==> src/inc/i2c_master_pkg.sv <==
// Shared register map, field positions, reset values and carrier types of the I2C master.
package i2c_master_pkg;

   // Word index of each register; the byte address is four times the index.
   localparam logic [2:0] IDX_CTRL   = 3'h0;
   localparam logic [2:0] IDX_STATUS = 3'h1;
   localparam logic [2:0] IDX_DIV    = 3'h2;
   localparam logic [2:0] IDX_BUF    = 3'h3;
   localparam logic [2:0] IDX_FLAGS  = 3'h4;

   // Field positions in the control-two register.
   localparam int CTRL_START_BIT   = 0;
   localparam int CTRL_RESTART_BIT = 1;
   localparam int CTRL_STOP_BIT    = 2;
   localparam int CTRL_RXEN_BIT    = 3;
   localparam int CTRL_ACKDATA_BIT = 5;
   localparam int CTRL_ACKSTAT_BIT = 6;

   // Field positions in the port status register.
   localparam int STAT_BUFFULL_BIT = 0;
   localparam int STAT_START_BIT   = 3;
   localparam int STAT_STOP_BIT    = 4;

   // Reset values, and the last bit slot of a byte.
   localparam logic [6:0] DIV_RST     = 7'h3F;
   localparam logic [7:0] BUF_RST     = 8'h00;
   localparam logic [3:0] LAST_BIT    = 4'h8;

   // Sticky event flags; pirq sits in bit 0 of the flag register.
   typedef struct packed {
      logic write_collision_flag;
      logic coll;
      logic pirq;
   } flags_t;

   localparam flags_t FLAGS_RST = '{write_collision_flag: 1'b0, coll: 1'b0, pirq: 1'b0};

endpackage

==> src/verilog/i2c_master_start_restart_brg.sv <==
// I2C master sequencer with START, Repeated START, STOP, byte engine and rate counter.
`timescale 1ns/100ps
// Operation
// Master makes all SCL, START and STOP.
// Write: address with direction 0, ack in.
// Read: address with direction 1, ack out.
// Software sets start, waits for interrupt.
// Ack sampled to bit 6, flag after ninth.
// Stop request makes STOP, then flag.
// Divider low seven bits; buffer write starts.
// Counter counts to zero and halts.
// Counter stops after operation; SCL holds.
// SCL period is two rollovers.
// Released SCL waits high before counting.
// Start: both high, timeout, SDA low.
// Second timeout clears start, SDA held.
// Start collision sets flag, returns idle.
// Buffer write during START is discarded.
// Control low bits blocked while busy.
// Restart pulls SCL low, loads bits 5:0.
// Restart releases, then SDA low, clears.
// Start seen early; interrupt after timeout.
// Restart during other event is ignored.
// Restart collision on SDA or SCL low.
// Software sends address after restart flag.
// Software clears write collision flag.
// Restart collision flags, clears, idles.
// Lines synchronised; actions on counter ticks.
module i2c_master_start_restart_brg (
   input  wire logic        clk_sys_i,
   input  wire logic        arst_n_i,
   input  wire logic [2:0]  address_i,
   input  wire logic        read_i,
   input  wire logic        write_i,
   input  wire logic [31:0] writedata_i,
   output logic      [31:0] readdata_o,
   output logic             waitrequest_o,
   input  wire logic        scl_i,
   output logic             scl_o,
   output logic             scl_oe_n_o,
   input  wire logic        sda_i,
   output logic             sda_o,
   output logic             sda_oe_n_o
);

   // Sequencer states.
   typedef enum logic [4:0] {
      IDLE, ST_WAIT, ST_HOLD,
      RS_LOW, RS_SDA, RS_REL, RS_HIGH, RS_SDAL,
      BIT_LOW, BIT_REL, BIT_HIGH,
      SP_LOW, SP_A, SP_REL, SP_B, SP_SDA, SP_C
   } state_t;

   state_t                  state_q, state_d;       // Sequencer state.
   logic                    wait_q;                  // Registered waitrequest.
   logic [31:0]             rdata_q;                 // Registered read data.
   logic                    scl_rel_q, scl_rel_d;    // 1 = SCL released.
   logic                    sda_rel_q, sda_rel_d;    // 1 = SDA released.
   logic                    start_q, start_d;        // Start request bit.
   logic                    rstrt_q, rstrt_d;        // Restart request bit.
   logic                    stop_q, stop_d;          // Stop request bit.
   logic                    rxen_q, rxen_d;          // Receive enable bit.
   logic                    ackd_q, ackd_d;          // Ack level sent after a read byte.
   logic                    acks_q, acks_d;          // Ack level seen after a written byte.
   logic                    sseen_q, sseen_d;        // START seen on the bus.
   logic                    pseen_q, pseen_d;        // STOP seen on the bus.
   logic [6:0]              div_q, div_d;            // Divider register.
   logic [7:0]              buf_q, buf_d;            // Shift buffer.
   logic                    full_q, full_d;          // Buffer full.
   logic [7:0]              shift_q, shift_d;        // Shift register.
   logic [3:0]              bit_q, bit_d;            // Bit slot 0..8 of a byte.
   logic                    rxm_q, rxm_d;            // Current byte is a receive.
   i2c_master_pkg::flags_t  flags_q, flags_d;        // Sticky event flags.
   i2c_master_pkg::flags_t  fset;                    // Events of this cycle.
   logic                    sda_prev_q;              // Last synchronised SDA.
   logic                    cnt_load, cnt_stop;      // Counter controls.
   logic [6:0]              cnt_val;                 // Counter reload value.
   logic                    expire, cnt_busy;        // Counter status.
   logic                    scl_s, sda_s;            // Synchronised lines.

   // Bus access decode; a request is taken on the edge where waitrequest is low.
   wire acc_go   = (read_i || write_i) && wait_q;
   wire wr_en    = write_i && !wait_q;
   wire rd_en    = read_i && !wait_q;
   wire wr_ctrl  = wr_en && (address_i == i2c_master_pkg::IDX_CTRL);
   wire wr_div   = wr_en && (address_i == i2c_master_pkg::IDX_DIV);
   wire wr_buf   = wr_en && (address_i == i2c_master_pkg::IDX_BUF);
   wire wr_flags = wr_en && (address_i == i2c_master_pkg::IDX_FLAGS);
   wire rd_buf   = rd_en && (address_i == i2c_master_pkg::IDX_BUF);
   wire idle     = (state_q == IDLE);
   wire buf_ok   = idle && !start_q && !rstrt_q && !stop_q && !rxen_q;
   wire start_det = sda_prev_q && !sda_s && scl_s;
   wire stop_det  = !sda_prev_q && sda_s && scl_s;

   // Read data selection; unmapped indices read as zero.
   wire [31:0] ctrl_rd = {25'h0, acks_q, ackd_q, 1'b0, rxen_q, stop_q, rstrt_q, start_q};
   wire [31:0] stat_rd = {27'h0, pseen_q, sseen_q, 2'h0, full_q};
   wire [31:0] rd_mux =
      (address_i == i2c_master_pkg::IDX_CTRL)   ? ctrl_rd :
      (address_i == i2c_master_pkg::IDX_STATUS) ? stat_rd :
      (address_i == i2c_master_pkg::IDX_DIV)    ? {25'h0, div_q} :
      (address_i == i2c_master_pkg::IDX_BUF)    ? {24'h0, buf_q} :
      (address_i == i2c_master_pkg::IDX_FLAGS)  ? {29'h0, flags_q} : 32'h0000_0000;

   // Open-drain pins only ever pull low; the enables carry the level.
   assign scl_o         = 1'b0;
   assign sda_o         = 1'b0;
   assign scl_oe_n_o    = scl_rel_q;
   assign sda_oe_n_o    = sda_rel_q;
   assign waitrequest_o = wait_q;
   assign readdata_o    = rdata_q;

   // line synchronisers
   line_sync u_scl_sync (
      .clk_sys_i (clk_sys_i),
      .arst_n_i  (arst_n_i),
      .line_i    (scl_i),
      .line_o    (scl_s)
   );
   line_sync u_sda_sync (
      .clk_sys_i (clk_sys_i),
      .arst_n_i  (arst_n_i),
      .line_i    (sda_i),
      .line_o    (sda_s)
   );

   // Rate counter paces every phase; rollover length is reload plus one tick.
   rate_counter u_rate (
      .clk_sys_i (clk_sys_i),
      .arst_n_i  (arst_n_i),
      .load_i    (cnt_load),
      .stop_i    (cnt_stop),
      .reload_i  (cnt_val),
      .expire_o  (expire),
      .busy_o    (cnt_busy)
   );

   // Software writes, bus condition detection, then the sequencer itself.
   always_comb begin
      state_d = state_q;   scl_rel_d = scl_rel_q; sda_rel_d = sda_rel_q;
      start_d = start_q;   rstrt_d = rstrt_q;     stop_d = stop_q;
      rxen_d  = rxen_q;    ackd_d = ackd_q;       acks_d = acks_q;
      sseen_d = sseen_q;   pseen_d = pseen_q;     div_d = div_q;
      buf_d   = buf_q;     full_d = full_q;       shift_d = shift_q;
      bit_d   = bit_q;     rxm_d = rxm_q;         fset = '0;
      cnt_load = 1'b0;     cnt_stop = 1'b0;
      cnt_val  = div_q;    // reload from divider
      // block queued events
      if (wr_ctrl) begin
         ackd_d = writedata_i[i2c_master_pkg::CTRL_ACKDATA_BIT];
         // restart only when idle
         if (idle) begin
            start_d = writedata_i[i2c_master_pkg::CTRL_START_BIT];
            rstrt_d = writedata_i[i2c_master_pkg::CTRL_RESTART_BIT];
            stop_d  = writedata_i[i2c_master_pkg::CTRL_STOP_BIT];
            rxen_d  = writedata_i[i2c_master_pkg::CTRL_RXEN_BIT];
         end
      end
      if (wr_div) begin
         div_d = writedata_i[6:0];
      end
      // discard busy buffer write
      if (wr_buf && !buf_ok) begin
         fset.write_collision_flag = 1'b1;
      end
      if (rd_buf && rxm_q) begin
         full_d = 1'b0;
      end
      // start seen on lines
      if (start_det) begin
         sseen_d = 1'b1;
         pseen_d = 1'b0;
      end else if (stop_det) begin
         pseen_d = 1'b1;
         sseen_d = 1'b0;
      end
      // master sequencer
      unique case (state_q)
         IDLE: begin
            // start needs both lines high
            if (start_q) begin
               if (scl_s && sda_s) begin
                  cnt_load = 1'b1;
                  state_d  = ST_WAIT;
               end else begin
                  // start collision at entry
                  fset.coll = 1'b1;
                  start_d   = 1'b0;
               end
            end else if (rstrt_q) begin
               // restart pulls SCL low
               scl_rel_d = 1'b0;
               state_d   = RS_LOW;
            end else if (stop_q) begin
               // STOP begins with SDA low
               sda_rel_d = 1'b0;
               state_d   = SP_LOW;
            end else if (rxen_q) begin
               // receive a byte, SDA released
               shift_d = 8'h00;
               bit_d = 4'h0;
               rxm_d = 1'b1;
               // SCL falls on the same clock edge that releases SDA, so both lines move together.
               scl_rel_d = 1'b0;
               sda_rel_d = 1'b1;
               cnt_load = 1'b1;
               state_d = BIT_LOW;
            end else if (wr_buf) begin
               // buffer write starts counter
               buf_d = writedata_i[7:0];
               shift_d = writedata_i[7:0];
               full_d = 1'b1;
               bit_d = 4'h0;
               rxm_d = 1'b0;
               // Pulling SCL low here keeps the first data bit from looking like a STOP.
               scl_rel_d = 1'b0;
               sda_rel_d = writedata_i[7];
               cnt_load = 1'b1;
               state_d = BIT_LOW;
            end
         end
         ST_WAIT: begin
            if (!scl_s || (expire && !sda_s)) begin
               // SCL fell before SDA driven
               fset.coll = 1'b1;
               start_d = 1'b0;
               cnt_stop = 1'b1;
               state_d = IDLE;
            end else if (expire) begin
               // drive SDA low at timeout
               sda_rel_d = 1'b0;
               cnt_load = 1'b1;
               state_d = ST_HOLD;
            end
         end
         ST_HOLD: begin
            if (expire) begin
               // hardware clears start, SDA held
               // interrupt tells software to load address
               start_d = 1'b0;
               fset.pirq = 1'b1;
               state_d = IDLE;
            end
         end
         RS_LOW: begin
            if (!scl_s) begin
               // load bits 5:0, release SDA
               cnt_val = {1'b0, div_q[5:0]};
               cnt_load = 1'b1;
               sda_rel_d = 1'b1;
               state_d = RS_SDA;
            end
         end
         RS_SDA: begin
            if (expire) begin
               if (sda_s) begin
                  // release SCL when SDA high
                  scl_rel_d = 1'b1;
                  state_d = RS_REL;
               end else begin
                  // abandon restart
                  fset.coll = 1'b1;
                  rstrt_d = 1'b0;
                  scl_rel_d = 1'b1;
                  state_d = IDLE;
               end
            end
         end
         RS_REL: begin
            // wait for SCL really high
            if (scl_s) begin
               if (!sda_s) begin
                  // SDA low as SCL rises
                  fset.coll = 1'b1;
                  rstrt_d = 1'b0;
                  state_d = IDLE;
               end else begin
                  cnt_load = 1'b1;
                  state_d = RS_HIGH;
               end
            end
         end
         RS_HIGH: begin
            if (!scl_s || !sda_s) begin
               // SCL fell before SDA asserted
               // flag, clear and idle
               fset.coll = 1'b1;
               rstrt_d = 1'b0;
               cnt_stop = 1'b1;
               state_d = IDLE;
            end else if (expire) begin
               // SDA low for one period
               sda_rel_d = 1'b0;
               cnt_load = 1'b1;
               state_d = RS_SDAL;
            end
         end
         RS_SDAL: begin
            if (expire) begin
               // interrupt only after timeout
               rstrt_d = 1'b0;
               fset.pirq = 1'b1;
               state_d = IDLE;
            end
         end
         BIT_LOW: begin
            if (expire) begin
               scl_rel_d = 1'b1;
               state_d = BIT_REL;
            end
         end
         BIT_REL: begin
            // pause until SCL high
            if (scl_s) begin
               cnt_load = 1'b1;
               state_d = BIT_HIGH;
            end
         end
         BIT_HIGH: begin
            if (expire) begin
               // second rollover ends the SCL period
               scl_rel_d = 1'b0;
               if (bit_q == i2c_master_pkg::LAST_BIT) begin
                  // ack sampled, flag after ninth
                  // counter left stopped, SCL low
                  if (!rxm_q) begin
                     acks_d = sda_s;
                     full_d = 1'b0;
                  end else begin
                     buf_d = shift_q;
                     full_d = 1'b1;
                     rxen_d = 1'b0;
                  end
                  sda_rel_d = 1'b1;
                  fset.pirq = 1'b1;
                  state_d = IDLE;
               end else begin
                  // shift out eight bits then release
                  // shift in eight bits then ack
                  shift_d = rxm_q ? {shift_q[6:0], sda_s} : {shift_q[6:0], 1'b0};
                  bit_d = bit_q + 4'h1;
                  if (bit_q == 4'h7) begin
                     sda_rel_d = rxm_q ? ackd_q : 1'b1;
                  end else begin
                     sda_rel_d = rxm_q ? 1'b1 : shift_q[6];
                  end
                  cnt_load = 1'b1;
                  state_d = BIT_LOW;
               end
            end
         end
         SP_LOW: begin
            if (!sda_s) begin
               cnt_load = 1'b1;
               state_d = SP_A;
            end
         end
         SP_A: begin
            if (expire) begin
               scl_rel_d = 1'b1;
               state_d = SP_REL;
            end
         end
         SP_REL: begin
            if (scl_s) begin
               cnt_load = 1'b1;
               state_d = SP_B;
            end
         end
         SP_B: begin
            if (expire) begin
               sda_rel_d = 1'b1;
               state_d = SP_SDA;
            end
         end
         SP_SDA: begin
            if (sda_s && scl_s) begin
               cnt_load = 1'b1;
               state_d = SP_C;
            end
         end
         SP_C: begin
            if (expire) begin
               // interrupt once STOP complete
               stop_d = 1'b0;
               fset.pirq = 1'b1;
               state_d = IDLE;
            end
         end
         default: begin
            state_d = IDLE;
         end
      endcase
      // software clears flags, events win
      flags_d = (flags_q & ~(wr_flags ? writedata_i[2:0] : 3'h0)) | fset;
   end

   // Bus answer: waitrequest drops for exactly one cycle per request.
   always_ff @(posedge clk_sys_i or negedge arst_n_i) begin
      if (!arst_n_i) begin
         wait_q  <= 1'b1;
         rdata_q <= 32'h0000_0000;
      end else begin
         wait_q  <= !acc_go;
         rdata_q <= acc_go ? rd_mux : rdata_q;
      end
   end

   // Sequencer and register state.
   always_ff @(posedge clk_sys_i or negedge arst_n_i) begin
      if (!arst_n_i) begin
         state_q <= IDLE;   scl_rel_q <= 1'b1;  sda_rel_q <= 1'b1;
         start_q <= 1'b0;   rstrt_q <= 1'b0;    stop_q <= 1'b0;
         rxen_q  <= 1'b0;   ackd_q <= 1'b0;     acks_q <= 1'b0;
         sseen_q <= 1'b0;   pseen_q <= 1'b0;    div_q <= i2c_master_pkg::DIV_RST;
         buf_q   <= i2c_master_pkg::BUF_RST;    full_q <= 1'b0;
         shift_q <= 8'h00;  bit_q <= 4'h0;      rxm_q <= 1'b0;
         flags_q <= i2c_master_pkg::FLAGS_RST;  sda_prev_q <= 1'b1;
      end else begin
         state_q <= state_d; scl_rel_q <= scl_rel_d; sda_rel_q <= sda_rel_d;
         start_q <= start_d; rstrt_q <= rstrt_d;     stop_q <= stop_d;
         rxen_q  <= rxen_d;  ackd_q <= ackd_d;       acks_q <= acks_d;
         sseen_q <= sseen_d; pseen_q <= pseen_d;     div_q <= div_d;
         buf_q   <= buf_d;   full_q <= full_d;       shift_q <= shift_d;
         bit_q   <= bit_d;   rxm_q <= rxm_d;         flags_q <= flags_d;
         sda_prev_q <= sda_s;
      end
   end
endmodule

==> src/verilog/line_sync.sv <==
// Two-flop synchroniser for one bus line.
`timescale 1ns/100ps
module line_sync #(
   parameter logic RST_VAL = 1'b1
) (
   input  wire logic clk_sys_i,
   input  wire logic arst_n_i,
   input  wire logic line_i,
   output logic      line_o
);

   logic meta_q; // First stage, read only by the second stage.

   // Idle bus lines are high, so both stages reset to the released level.
   always_ff @(posedge clk_sys_i or negedge arst_n_i) begin
      if (!arst_n_i) begin
         meta_q <= RST_VAL;
         line_o <= RST_VAL;
      end else begin
         meta_q <= line_i;
         line_o <= meta_q;
      end
   end

endmodule

==> src/verilog/rate_counter.sv <==
// Reloadable down counter that paces every SCL and SDA phase.
`timescale 1ns/100ps
module rate_counter (
   input  wire logic       clk_sys_i,
   input  wire logic       arst_n_i,
   input  wire logic       load_i,
   input  wire logic       stop_i,
   input  wire logic [6:0] reload_i,
   output logic            expire_o,
   output logic            busy_o
);

   logic [6:0] cnt_q; // Remaining ticks of the current rollover.
   logic       run_q; // High while counting down.

   // Each clock edge stands for one counter tick phase.
   assign expire_o = run_q && (cnt_q == 7'h00);
   assign busy_o   = run_q;

   // Count down to zero and halt there until the next load.
   // halt at zero
   always_ff @(posedge clk_sys_i or negedge arst_n_i) begin
      if (!arst_n_i) begin
         cnt_q <= 7'h00;
         run_q <= 1'b0;
      end else if (load_i) begin
         cnt_q <= reload_i;
         run_q <= 1'b1;
      end else if (stop_i || expire_o) begin
         run_q <= 1'b0;
      end else if (run_q) begin
         cnt_q <= cnt_q - 7'h01;
      end
   end

endmodule
==> config.mk <==
export PLATFORM = sky130hd
export DESIGN_NAME = i2c_master_start_restart_brg
export DESIGN_NICKNAME = d
export VERILOG_FILES = /design/src/inc/i2c_master_pkg.sv /design/src/verilog/i2c_master_start_restart_brg.sv /design/src/verilog/line_sync.sv /design/src/verilog/rate_counter.sv
export SDC_FILE = /design/constraint.sdc
export NUM_CORES = 1
export LEC_CHECK = 0
export BUFFER_PORTS_ARGS = -buffer_cell sky130_fd_sc_hd__buf_2
export CELL_PAD_IN_SITES_DETAIL_PLACEMENT = 1
export CELL_PAD_IN_SITES_GLOBAL_PLACEMENT = 1
export CORE_ASPECT_RATIO = 0.5
export CORE_MARGIN = 1.5
export CORE_UTILIZATION = 43
export DETAILED_ROUTE_END_ITERATION = 10
export PLACE_DENSITY = 0.88
export SETUP_SLACK_MARGIN = 0.5
export SLEW_MARGIN = 20
export SYNTH_ARGS = -nofsm -noshare
export SYNTH_HDL_FRONTEND = slang
export SYNTH_SLANG_ARGS = --single-unit
==> constraint.sdc <==
create_clock -name clk_sys_i -period 3.1 [get_ports clk_sys_i]
set_input_delay 0.155 -clock clk_sys_i [delete_from_list [all_inputs] [get_ports clk_sys_i]]
set_output_delay 0.155 -clock clk_sys_i [all_outputs]
set_load 0.03 [all_outputs]
==> impl_metrics.env, run 1 <==
export IMPL_fill_cells=1103
export IMPL_path_class="flip-flop to flip-flop"
export IMPL_overflow=0
export IMPL_clk_pin_slew_ns=0.06
export IMPL_min_from="writedata_i[6]"
export IMPL_setup_tns_ns=0
export IMPL_rr_endpoint="u_rate.cnt_q[5]$_DFFE_PN0P_"
export IMPL_p_switching_mw=2.13
export IMPL_route_detailed_drc=0
export IMPL_die_h_um=73.9
export IMPL_status="completed"
export IMPL_h_tree_depth=3
export IMPL_slew_viol_final=0
export IMPL_clockBufferDepth=2
export IMPL_firstDrtPassIters=5
export IMPL_power_frac_seq_pct=33.9
export IMPL_critical_path_arrival_ns=2.86
export IMPL_die_area_mm2=0.0107
export IMPL_grt_pass1_wl_um=21300
export IMPL_clkPwrFrac_pct=23.3
export IMPL_antenna_found_initial=0
export IMPL_setup_viol=0
export IMPL_insertion_delay_ns=0.35
export IMPL_synth_seq_cells=69
export IMPL_multi_input_comb_area_mm2=0.00236
export IMPL_startpoint_type="flip-flop"
export IMPL_ys_seq_area_share_pct=40.3
export IMPL_hpwl_um=9240
export IMPL_synth_edff_count=0
export IMPL_placed_cell_area_mm2=0.00450
export IMPL_fmax_ghz=0.381
export IMPL_fp_row_count=25
export IMPL_fin_crit_sh_pct=84.7
export IMPL_p_int_mw=2.88
export IMPL_final_common_cell="nand2_1"
export IMPL_start_util_pct=45.0
export IMPL_avgSynthCellArea_um2=9.08
export IMPL_route_detailed_wl_per_inst_um=21.5
export IMPL_drtIter0Drc=448
export IMPL_post_place_cells=616
export IMPL_pwr_share_comb_pct=42.8
export IMPL_die_x_um=145
export IMPL_rr_worst_depth=6
export IMPL_ant_nets=0
export IMPL_ys_flop_type="dfrtp_1"
export IMPL_grt_max_degree=39
export IMPL_vias=3913
export IMPL_core_area_mm2=0.00960
export IMPL_layout_cells_non_filler=637
export IMPL_cp_data_required_time_ns=3.33
export IMPL_gp_congestion=0.898
export IMPL_yosysTopAreaCell="dfrtp_1"
export IMPL_crit_path_end_kind="flip-flop"
export IMPL_yosys_cell_types_count=62
export IMPL_max_cap_violations=0
export IMPL_nets=542
export IMPL_power_density_mw_per_mm2=1020
export IMPL_drive_gt1_share_pct=24.7
export IMPL_power_switching_share_pct=42.5
export IMPL_fin_area_mm2=0.00493
export IMPL_yosys_warnings=0
export IMPL_r2r_start="u_sda_sync.line_o$_DFF_PN1_"
export IMPL_synth_top_cell_area_share_pct=31.8
export IMPL_min_period_ns=2.63
export IMPL_areaGrowthSynthToFinish_pct=14.0
export IMPL_cts_tree="yes"
export IMPL_layout_area_seq_mm2=0.00175
export IMPL_regToRegSetupSlack_ns=0.47
export IMPL_syn_inst=476
export IMPL_via_per_inst=6.14
export IMPL_crit_end="u_rate.cnt_q[5]$_DFFE_PN0P_"
export IMPL_synth_top_cells_by_area="dfrtp_1, dfstp_2, mux2_2"
export IMPL_wirelength_um=13700
export IMPL_finalClockSkew_ns=0.00648
export IMPL_tightest_slew_ns=0.784
export IMPL_fin_total_pwr_mw=5.02
export IMPL_async_reset_ff_share_pct=100
export IMPL_port_buffers=27
export IMPL_synth_area_mm2=0.00432
export IMPL_hold_class="primary input to flip-flop"
export IMPL_globalRouteTotalUtil_pct=27.0
export IMPL_leakage_nw=2.17
export IMPL_hold_viol_final=0
export IMPL_grt_pass1_vias=3777
export IMPL_rsz0062_at_grt="yes"
export IMPL_cp_max_fo=15
export IMPL_ir_drop_uv=314
export IMPL_mostFrequentLayoutCells="nand2_1, dfrtp_1, o21ai_0"
export IMPL_pin_count=78
export IMPL_diodes=0
export IMPL_cts_root_buf="clkbuf_16"
export IMPL_numCtsBuffers=9
export IMPL_clock_sinks=69
export IMPL_crit_start="u_sda_sync.line_o$_DFF_PN1_"
export IMPL_relSlewSlack_pct=47.8
worst max-delay path, cell delays in order (launching register included):
cell,delay (ns)
dfstp_2,0.76
nor3b_1,0.12
a221oi_1,0.66
o211ai_1,0.30
nor4_1,0.30
xor2_1,0.10
mux2_2,0.27
worst min-delay path by stage:
stage / to / slack [ns] / cells after the start
floorplan: ackd_q$_DFFE_PN0P_ / -0.14 / 0
global placement: state_q[3]$_DFFE_PN0P_ / 0.26 / 1
detailed placement: u_scl_sync.meta_q$_DFF_PN1_ / 0.27 / 1
CTS: div_q[6]$_DFFE_PN0P_ / 0.10 / 2
global route: div_q[6]$_DFFE_PN0P_ / 0.11 / 2
finish: div_q[6]$_DFFE_PN0P_ / 0.11 / 2
area by class of cell:
class / count / area share, %
multi-input combinational: 363 / 47.9
sequential: 69 / 35.5
timing repair buffer: 43 / 5.59
clock buffer: 10 / 4.85
tap: 135 / 3.43
clock inverter: 6 / 1.90
inverter: 11 / 0.838
layer usage:
layer / share of wire [%] / vias to the layer above / track usage, %
met3: 7.2 / 52 / 6.71
met5: 0 / - / 0
met1: 43 / 1939 / 35.1
met4: 3.0 / 0 / 9.09
li1: - / 1707 / -
met2: 46 / 215 / 44.7
cell families after synthesis:
group / after synthesis / synth area share [%]
adder cells (fa/ha/maj): 4 / 1.16
buffers and inverters: 69 / 8.48
AO/OA/AOI/OAI: 120 / 18.9
other: 1 / 0.0867
multiplexers: 43 / 11.1
XOR/XNOR: 4 / 0.811
AND/OR/NAND/NOR: 166 / 19.1
flip-flops: 69 / 40.3
metrics by stage:
stage | util [%] | hold WS, ns | worst slack, ns
5_1_grt | 51.3 | 0.108 | 0.357
2_1_floorplan | - | -0.141 | 0.814
3_3_place_gp | 46.8 | 0.262 | 0.502
6_report | 51.3 | 0.108 | 0.474
3_5_place_dp | 46.8 | 0.267 | 0.239
4_1_cts | 50.7 | 0.105 | 0.483
synthesized netlist by cell type, drive strengths merged (5+ instances only):
library cell / n
nand2b: 9
inv: 11
nor3b: 6
mux2: 31
a22oi: 8
nor2: 38
o21ai: 40
a31oi: 9
or3: 8
mux2i: 11
o211ai: 5
nor3: 10
nand3: 8
a21oi: 16
a22o: 7
dfrtp: 55
clkbuf: 22
dfstp: 14
buf: 36
nand2: 62
power by group through the flow:
stage          combinational, mW  sequential, mW  clock, mW
2_1_floorplan               1.58            1.48          0
3_3_place_gp                1.86            1.65          0
3_5_place_dp                1.98            1.67          0
4_1_cts                     2.03            1.67       1.17
5_1_grt                     2.33            1.74       1.20
6_report                    2.15            1.70       1.17
sequential cells by signal (all words and copies together), names as in the netlist, 3 cells and up:
name and cells:
bit_q 4, buf_q 8, div_q 7, flags_q 3, readdata_o 8, shift_q 8, state_q 5, u_rate.cnt_q 7
what timing repair did:
action / 4_1_cts / 5_1_grt
resized for setup: 4 / 12
pin swaps: 1 / 1
setup endpoints to repair: 13 / 27
endpoints found under the hold margin: 22 / 0
hold buffers: 3 / 0
setup buffers: 0 / 2
Power figures use the tool's default switching activity.
==> inputs of run 2 (changes only) <==
--- a/config.mk
+++ b/config.mk
@@ -5,14 +5,15 @@
 export SDC_FILE = /design/constraint.sdc
 export NUM_CORES = 1
 export LEC_CHECK = 0
+export ABC_AREA = 1
 export BUFFER_PORTS_ARGS = -buffer_cell sky130_fd_sc_hd__buf_2
 export CELL_PAD_IN_SITES_DETAIL_PLACEMENT = 1
 export CELL_PAD_IN_SITES_GLOBAL_PLACEMENT = 1
 export CORE_ASPECT_RATIO = 0.5
 export CORE_MARGIN = 1.5
-export CORE_UTILIZATION = 43
+export CORE_UTILIZATION = 37
 export DETAILED_ROUTE_END_ITERATION = 10
-export PLACE_DENSITY = 0.88
+export PLACE_DENSITY = 0.83
 export SETUP_SLACK_MARGIN = 0.5
 export SLEW_MARGIN = 20
 export SYNTH_ARGS = -nofsm -noshare
==> constraint.sdc (replaced) <==
create_clock -name clk_sys_i -period 2.35 [get_ports clk_sys_i]
set_input_delay 0.1175 -clock clk_sys_i [delete_from_list [all_inputs] [get_ports clk_sys_i]]
set_output_delay 0.1175 -clock clk_sys_i [all_outputs]
set_load 0.03 [all_outputs]
==> run 2 against run 1 <==
  * Global-route usage is 3.2 points lower
  * Non-clock buffer count increased by 41
  * Clock skew up 0.0025 ns
==> impl_metrics.env, run 2 <==
export IMPL_cts_tree="yes"
export IMPL_crit_path_end_kind="flip-flop"
export IMPL_fp_row_count=27
export IMPL_gp_congestion=0.919
export IMPL_final_common_cell="nand2_1"
export IMPL_crit_chain="inv_2 > ha_4 > nand3_4 > nor2_4 > buf_6 > buf_6 > nor2_4 > nor2_4 > nor2_4 > nand2_4 > inv_6 > nand3_1 > nand2_1"
export IMPL_hold_class="primary input to flip-flop"
export IMPL_core_area_mm2=0.0113
export IMPL_overflow=0
export IMPL_firstDrtPassIters=7
export IMPL_min_period_ns=2.03
export IMPL_startpoint_type="flip-flop"
export IMPL_max_cap_violations=0
export IMPL_synth_simple_area_share_pct=30.1
export IMPL_yosys_warnings=0
export IMPL_crit_top_cell="nor2_4"
export IMPL_post_place_cells=758
export IMPL_fill_cells=1362
export IMPL_power_density_mw_per_mm2=580
export IMPL_antenna_found_initial=0
export IMPL_port_buffers=27
export IMPL_path_buf_inv=4
export IMPL_via_per_inst=5.83
export IMPL_cts_root_buf="clkbuf_16"
export IMPL_route_detailed_drc=0
export IMPL_pin_count=78
export IMPL_slew_viol_final=0
export IMPL_tightest_slew_ns=0.592
export IMPL_die_x_um=157
export IMPL_mostFrequentLayoutCells="nand2_1, inv_1, dfrtp_1"
export IMPL_synth_top_cells_by_area="dfrtp_1, nand2_1, dfstp_2"
export IMPL_yosys_mux_area_fraction_pct=0.681
export IMPL_avgSynthCellArea_um2=7.59
export IMPL_crit_path_top_delay_cell="dfrtp_1"
export IMPL_hpwl_um=9670
export IMPL_diodes=0
export IMPL_yosys_area_share_adder_pct=1.14
export IMPL_max_stage_delay_ns=0.43
export IMPL_grt_pass1_wl_um=22700
export IMPL_cp_max_fo=6
export IMPL_ys_seq_area_share_pct=39.6
export IMPL_insertion_delay_ns=0.35
export IMPL_numCtsBuffers=9
export IMPL_layout_cells_non_filler=830
export IMPL_clockBufferDepth=2
export IMPL_ys_flop_type="dfrtp_1"
export IMPL_cp_data_required_time_ns=2.58
export IMPL_relSlewSlack_pct=60.4
export IMPL_route_detailed_wl_per_inst_um=22.8
export IMPL_drtIter0Drc=466
export IMPL_path_class="flip-flop to flip-flop"
export IMPL_async_reset_ff_share_pct=100
export IMPL_yosys_area_share_xor_xnor_pct=1.19
export IMPL_status="completed"
export IMPL_die_h_um=80.2
export IMPL_rsz0062_at_grt="yes"
export IMPL_start_util_pct=39.1
export IMPL_synth_top_family_by_area="simple AND/OR/NAND/NOR gates"
export IMPL_syn_inst=581
export IMPL_synth_seq_cells=69
export IMPL_fin_total_pwr_mw=3.36
export IMPL_nets=711
export IMPL_clk_pin_slew_ns=0.07
export IMPL_grt_max_degree=70
export IMPL_grt_pass1_vias=4357
export IMPL_fmax_ghz=0.492
export IMPL_die_area_mm2=0.0126
export IMPL_leakage_nw=2.82
export IMPL_clock_sinks=69
export IMPL_finalClockSkew_ns=0.00893
export IMPL_setup_viol=0
export IMPL_ant_nets=0
export IMPL_yosys_cell_types_count=51
export IMPL_fin_crit_sh_pct=86.5
export IMPL_synth_top_cell_area_share_pct=31.2
export IMPL_cpLargestDelayFamily="simple AND/OR/NAND/NOR gates"
export IMPL_critical_path_arrival_ns=2.26
export IMPL_setup_tns_ns=0
export IMPL_yosysTopAreaCell="dfrtp_1"
export IMPL_globalRouteTotalUtil_pct=23.8
export IMPL_placed_cell_area_mm2=0.00460
export IMPL_ir_drop_uv=278
export IMPL_synth_edff_count=0
export IMPL_yosys_top_cells_count="nand2_1, inv_1, dfrtp_1"
export IMPL_wirelength_um=18900
export IMPL_areaGrowthSynthToFinish_pct=31.6
export IMPL_vias=4838
export IMPL_fin_area_mm2=0.00580
export IMPL_synth_compound_area_share_pct=14.4
export IMPL_hold_viol_final=0
export IMPL_h_tree_depth=3
export IMPL_synth_area_mm2=0.00441
export IMPL_drive_gt1_share_pct=35.5
export IMPL_synth_most_common_cell="nand2_1"
[run 2: cell types whose count changed in the layout (fill, tap and decap cells not counted), moves of 15 or more]
cell	delta
nand3_1	+21
nand2_1	+60
mux2_2	-31
inv_1	+48
nand2_2	+27
buf_4	+35
nor2_4	+15
[run 2: stage by stage]
stage          util [%]  setup slack, ns  hold slack [ns]
2_1_floorplan         -            0.638           -0.178
3_3_place_gp       40.8            0.295            0.168
3_5_place_dp       40.8            0.261            0.178
4_1_cts            46.6            0.475           0.0450
5_1_grt            51.4            0.237           0.0508
6_report           51.4            0.318           0.0579
[run 2: cells by family (layout without fill, tap and decap cells)]
| group | Yosys count | in the layout |
|---|---|---|
| AOI/OAI and AO/OA | 101 | 101 |
| xor gates and xnor gates | 6 | 6 |
| adders and majority gates | 4 | 4 |
| buffers and inverters | 113 | 175 |
| DFF | 69 | 69 |
| muxes | 3 | 3 |
| other | 1 | 26 |
| and+or+nand+nor | 284 | 287 |
[run 2: final timing paths]
| kind | start | depth (start not counted) | slack (ns) | to |
|---|---|---|---|---|
| worst min register to register | u_scl_sync.meta_q$_DFF_PN1_ | 0 | 0.36 | u_scl_sync.line_o$_DFF_PN1_ |
| worst min-delay path | writedata_i[1] | 3 | 0.06 | rstrt_q$_DFF_PN0_ |
| worst max register to register | u_rate.cnt_q[0]$_DFFE_PN0P_ | 13 | 0.32 | u_rate.cnt_q[4]$_DFFE_PN0P_ |
| worst max-delay path | u_rate.cnt_q[0]$_DFFE_PN0P_ | 13 | 0.32 | u_rate.cnt_q[4]$_DFFE_PN0P_ |
| max in group asynchronous | arst_n_i | 3 | 1.67 | div_q[4]$_DFFE_PN1P_ |
| min in group asynchronous | arst_n_i | 3 | 0.28 | state_q[0]$_DFFE_PN0P_ |
[run 2: where the power goes]
group / internal (mW) / switching (mW)
combinational: 0.0865 / 0.267
sequential: 1.29 / 0.0699
clock: 1.04 / 0.605
[run 2: area by class of cell]
type                       instances  area (um2)  share of cell area [%]
multi-input combinational        427        2580                    44.5
sequential                        69        1750                    30.2
clock inverter                     7         121                    2.09
timing repair buffer              84         614                    10.6
clock buffer                       9         225                    3.88
timing repair inverter             1        8.76                   0.151
tap                              159         199                    3.43
inverter                          74         298                    5.13
[run 2: worst min-delay path: cells and delay by family]
kind / cells / cell delay (ns)
AOI/OAI and AO/OA: 1 / 0.07
buffers and inverters: 1 / 0.12
and+or+nand+nor: 1 / 0.06
[run 2: timing repair]
| action | 4_1_cts | 5_1_grt |
|---|---|---|
| hold buffers | 3 | 0 |
| gates resized for setup | 31 | 87 |
| gates cloned | 1 | 3 |
| pin swaps | 7 | 25 |
| setup endpoints to repair | 38 | 39 |
| endpoints found under the hold margin | 57 | 0 |
| buffers inserted | 21 | 28 |
[run 2: metal layers]
layer	global-route usage (%)	wire (um)	vias up	share of wire (%)
met4	8.96	947	0	5.0
li1	-	-	2020	-
met5	0	0	-	0
met1	30.2	7360	2356	39
met3	5.34	1840	103	9.7
met2	39.8	8780	359	46
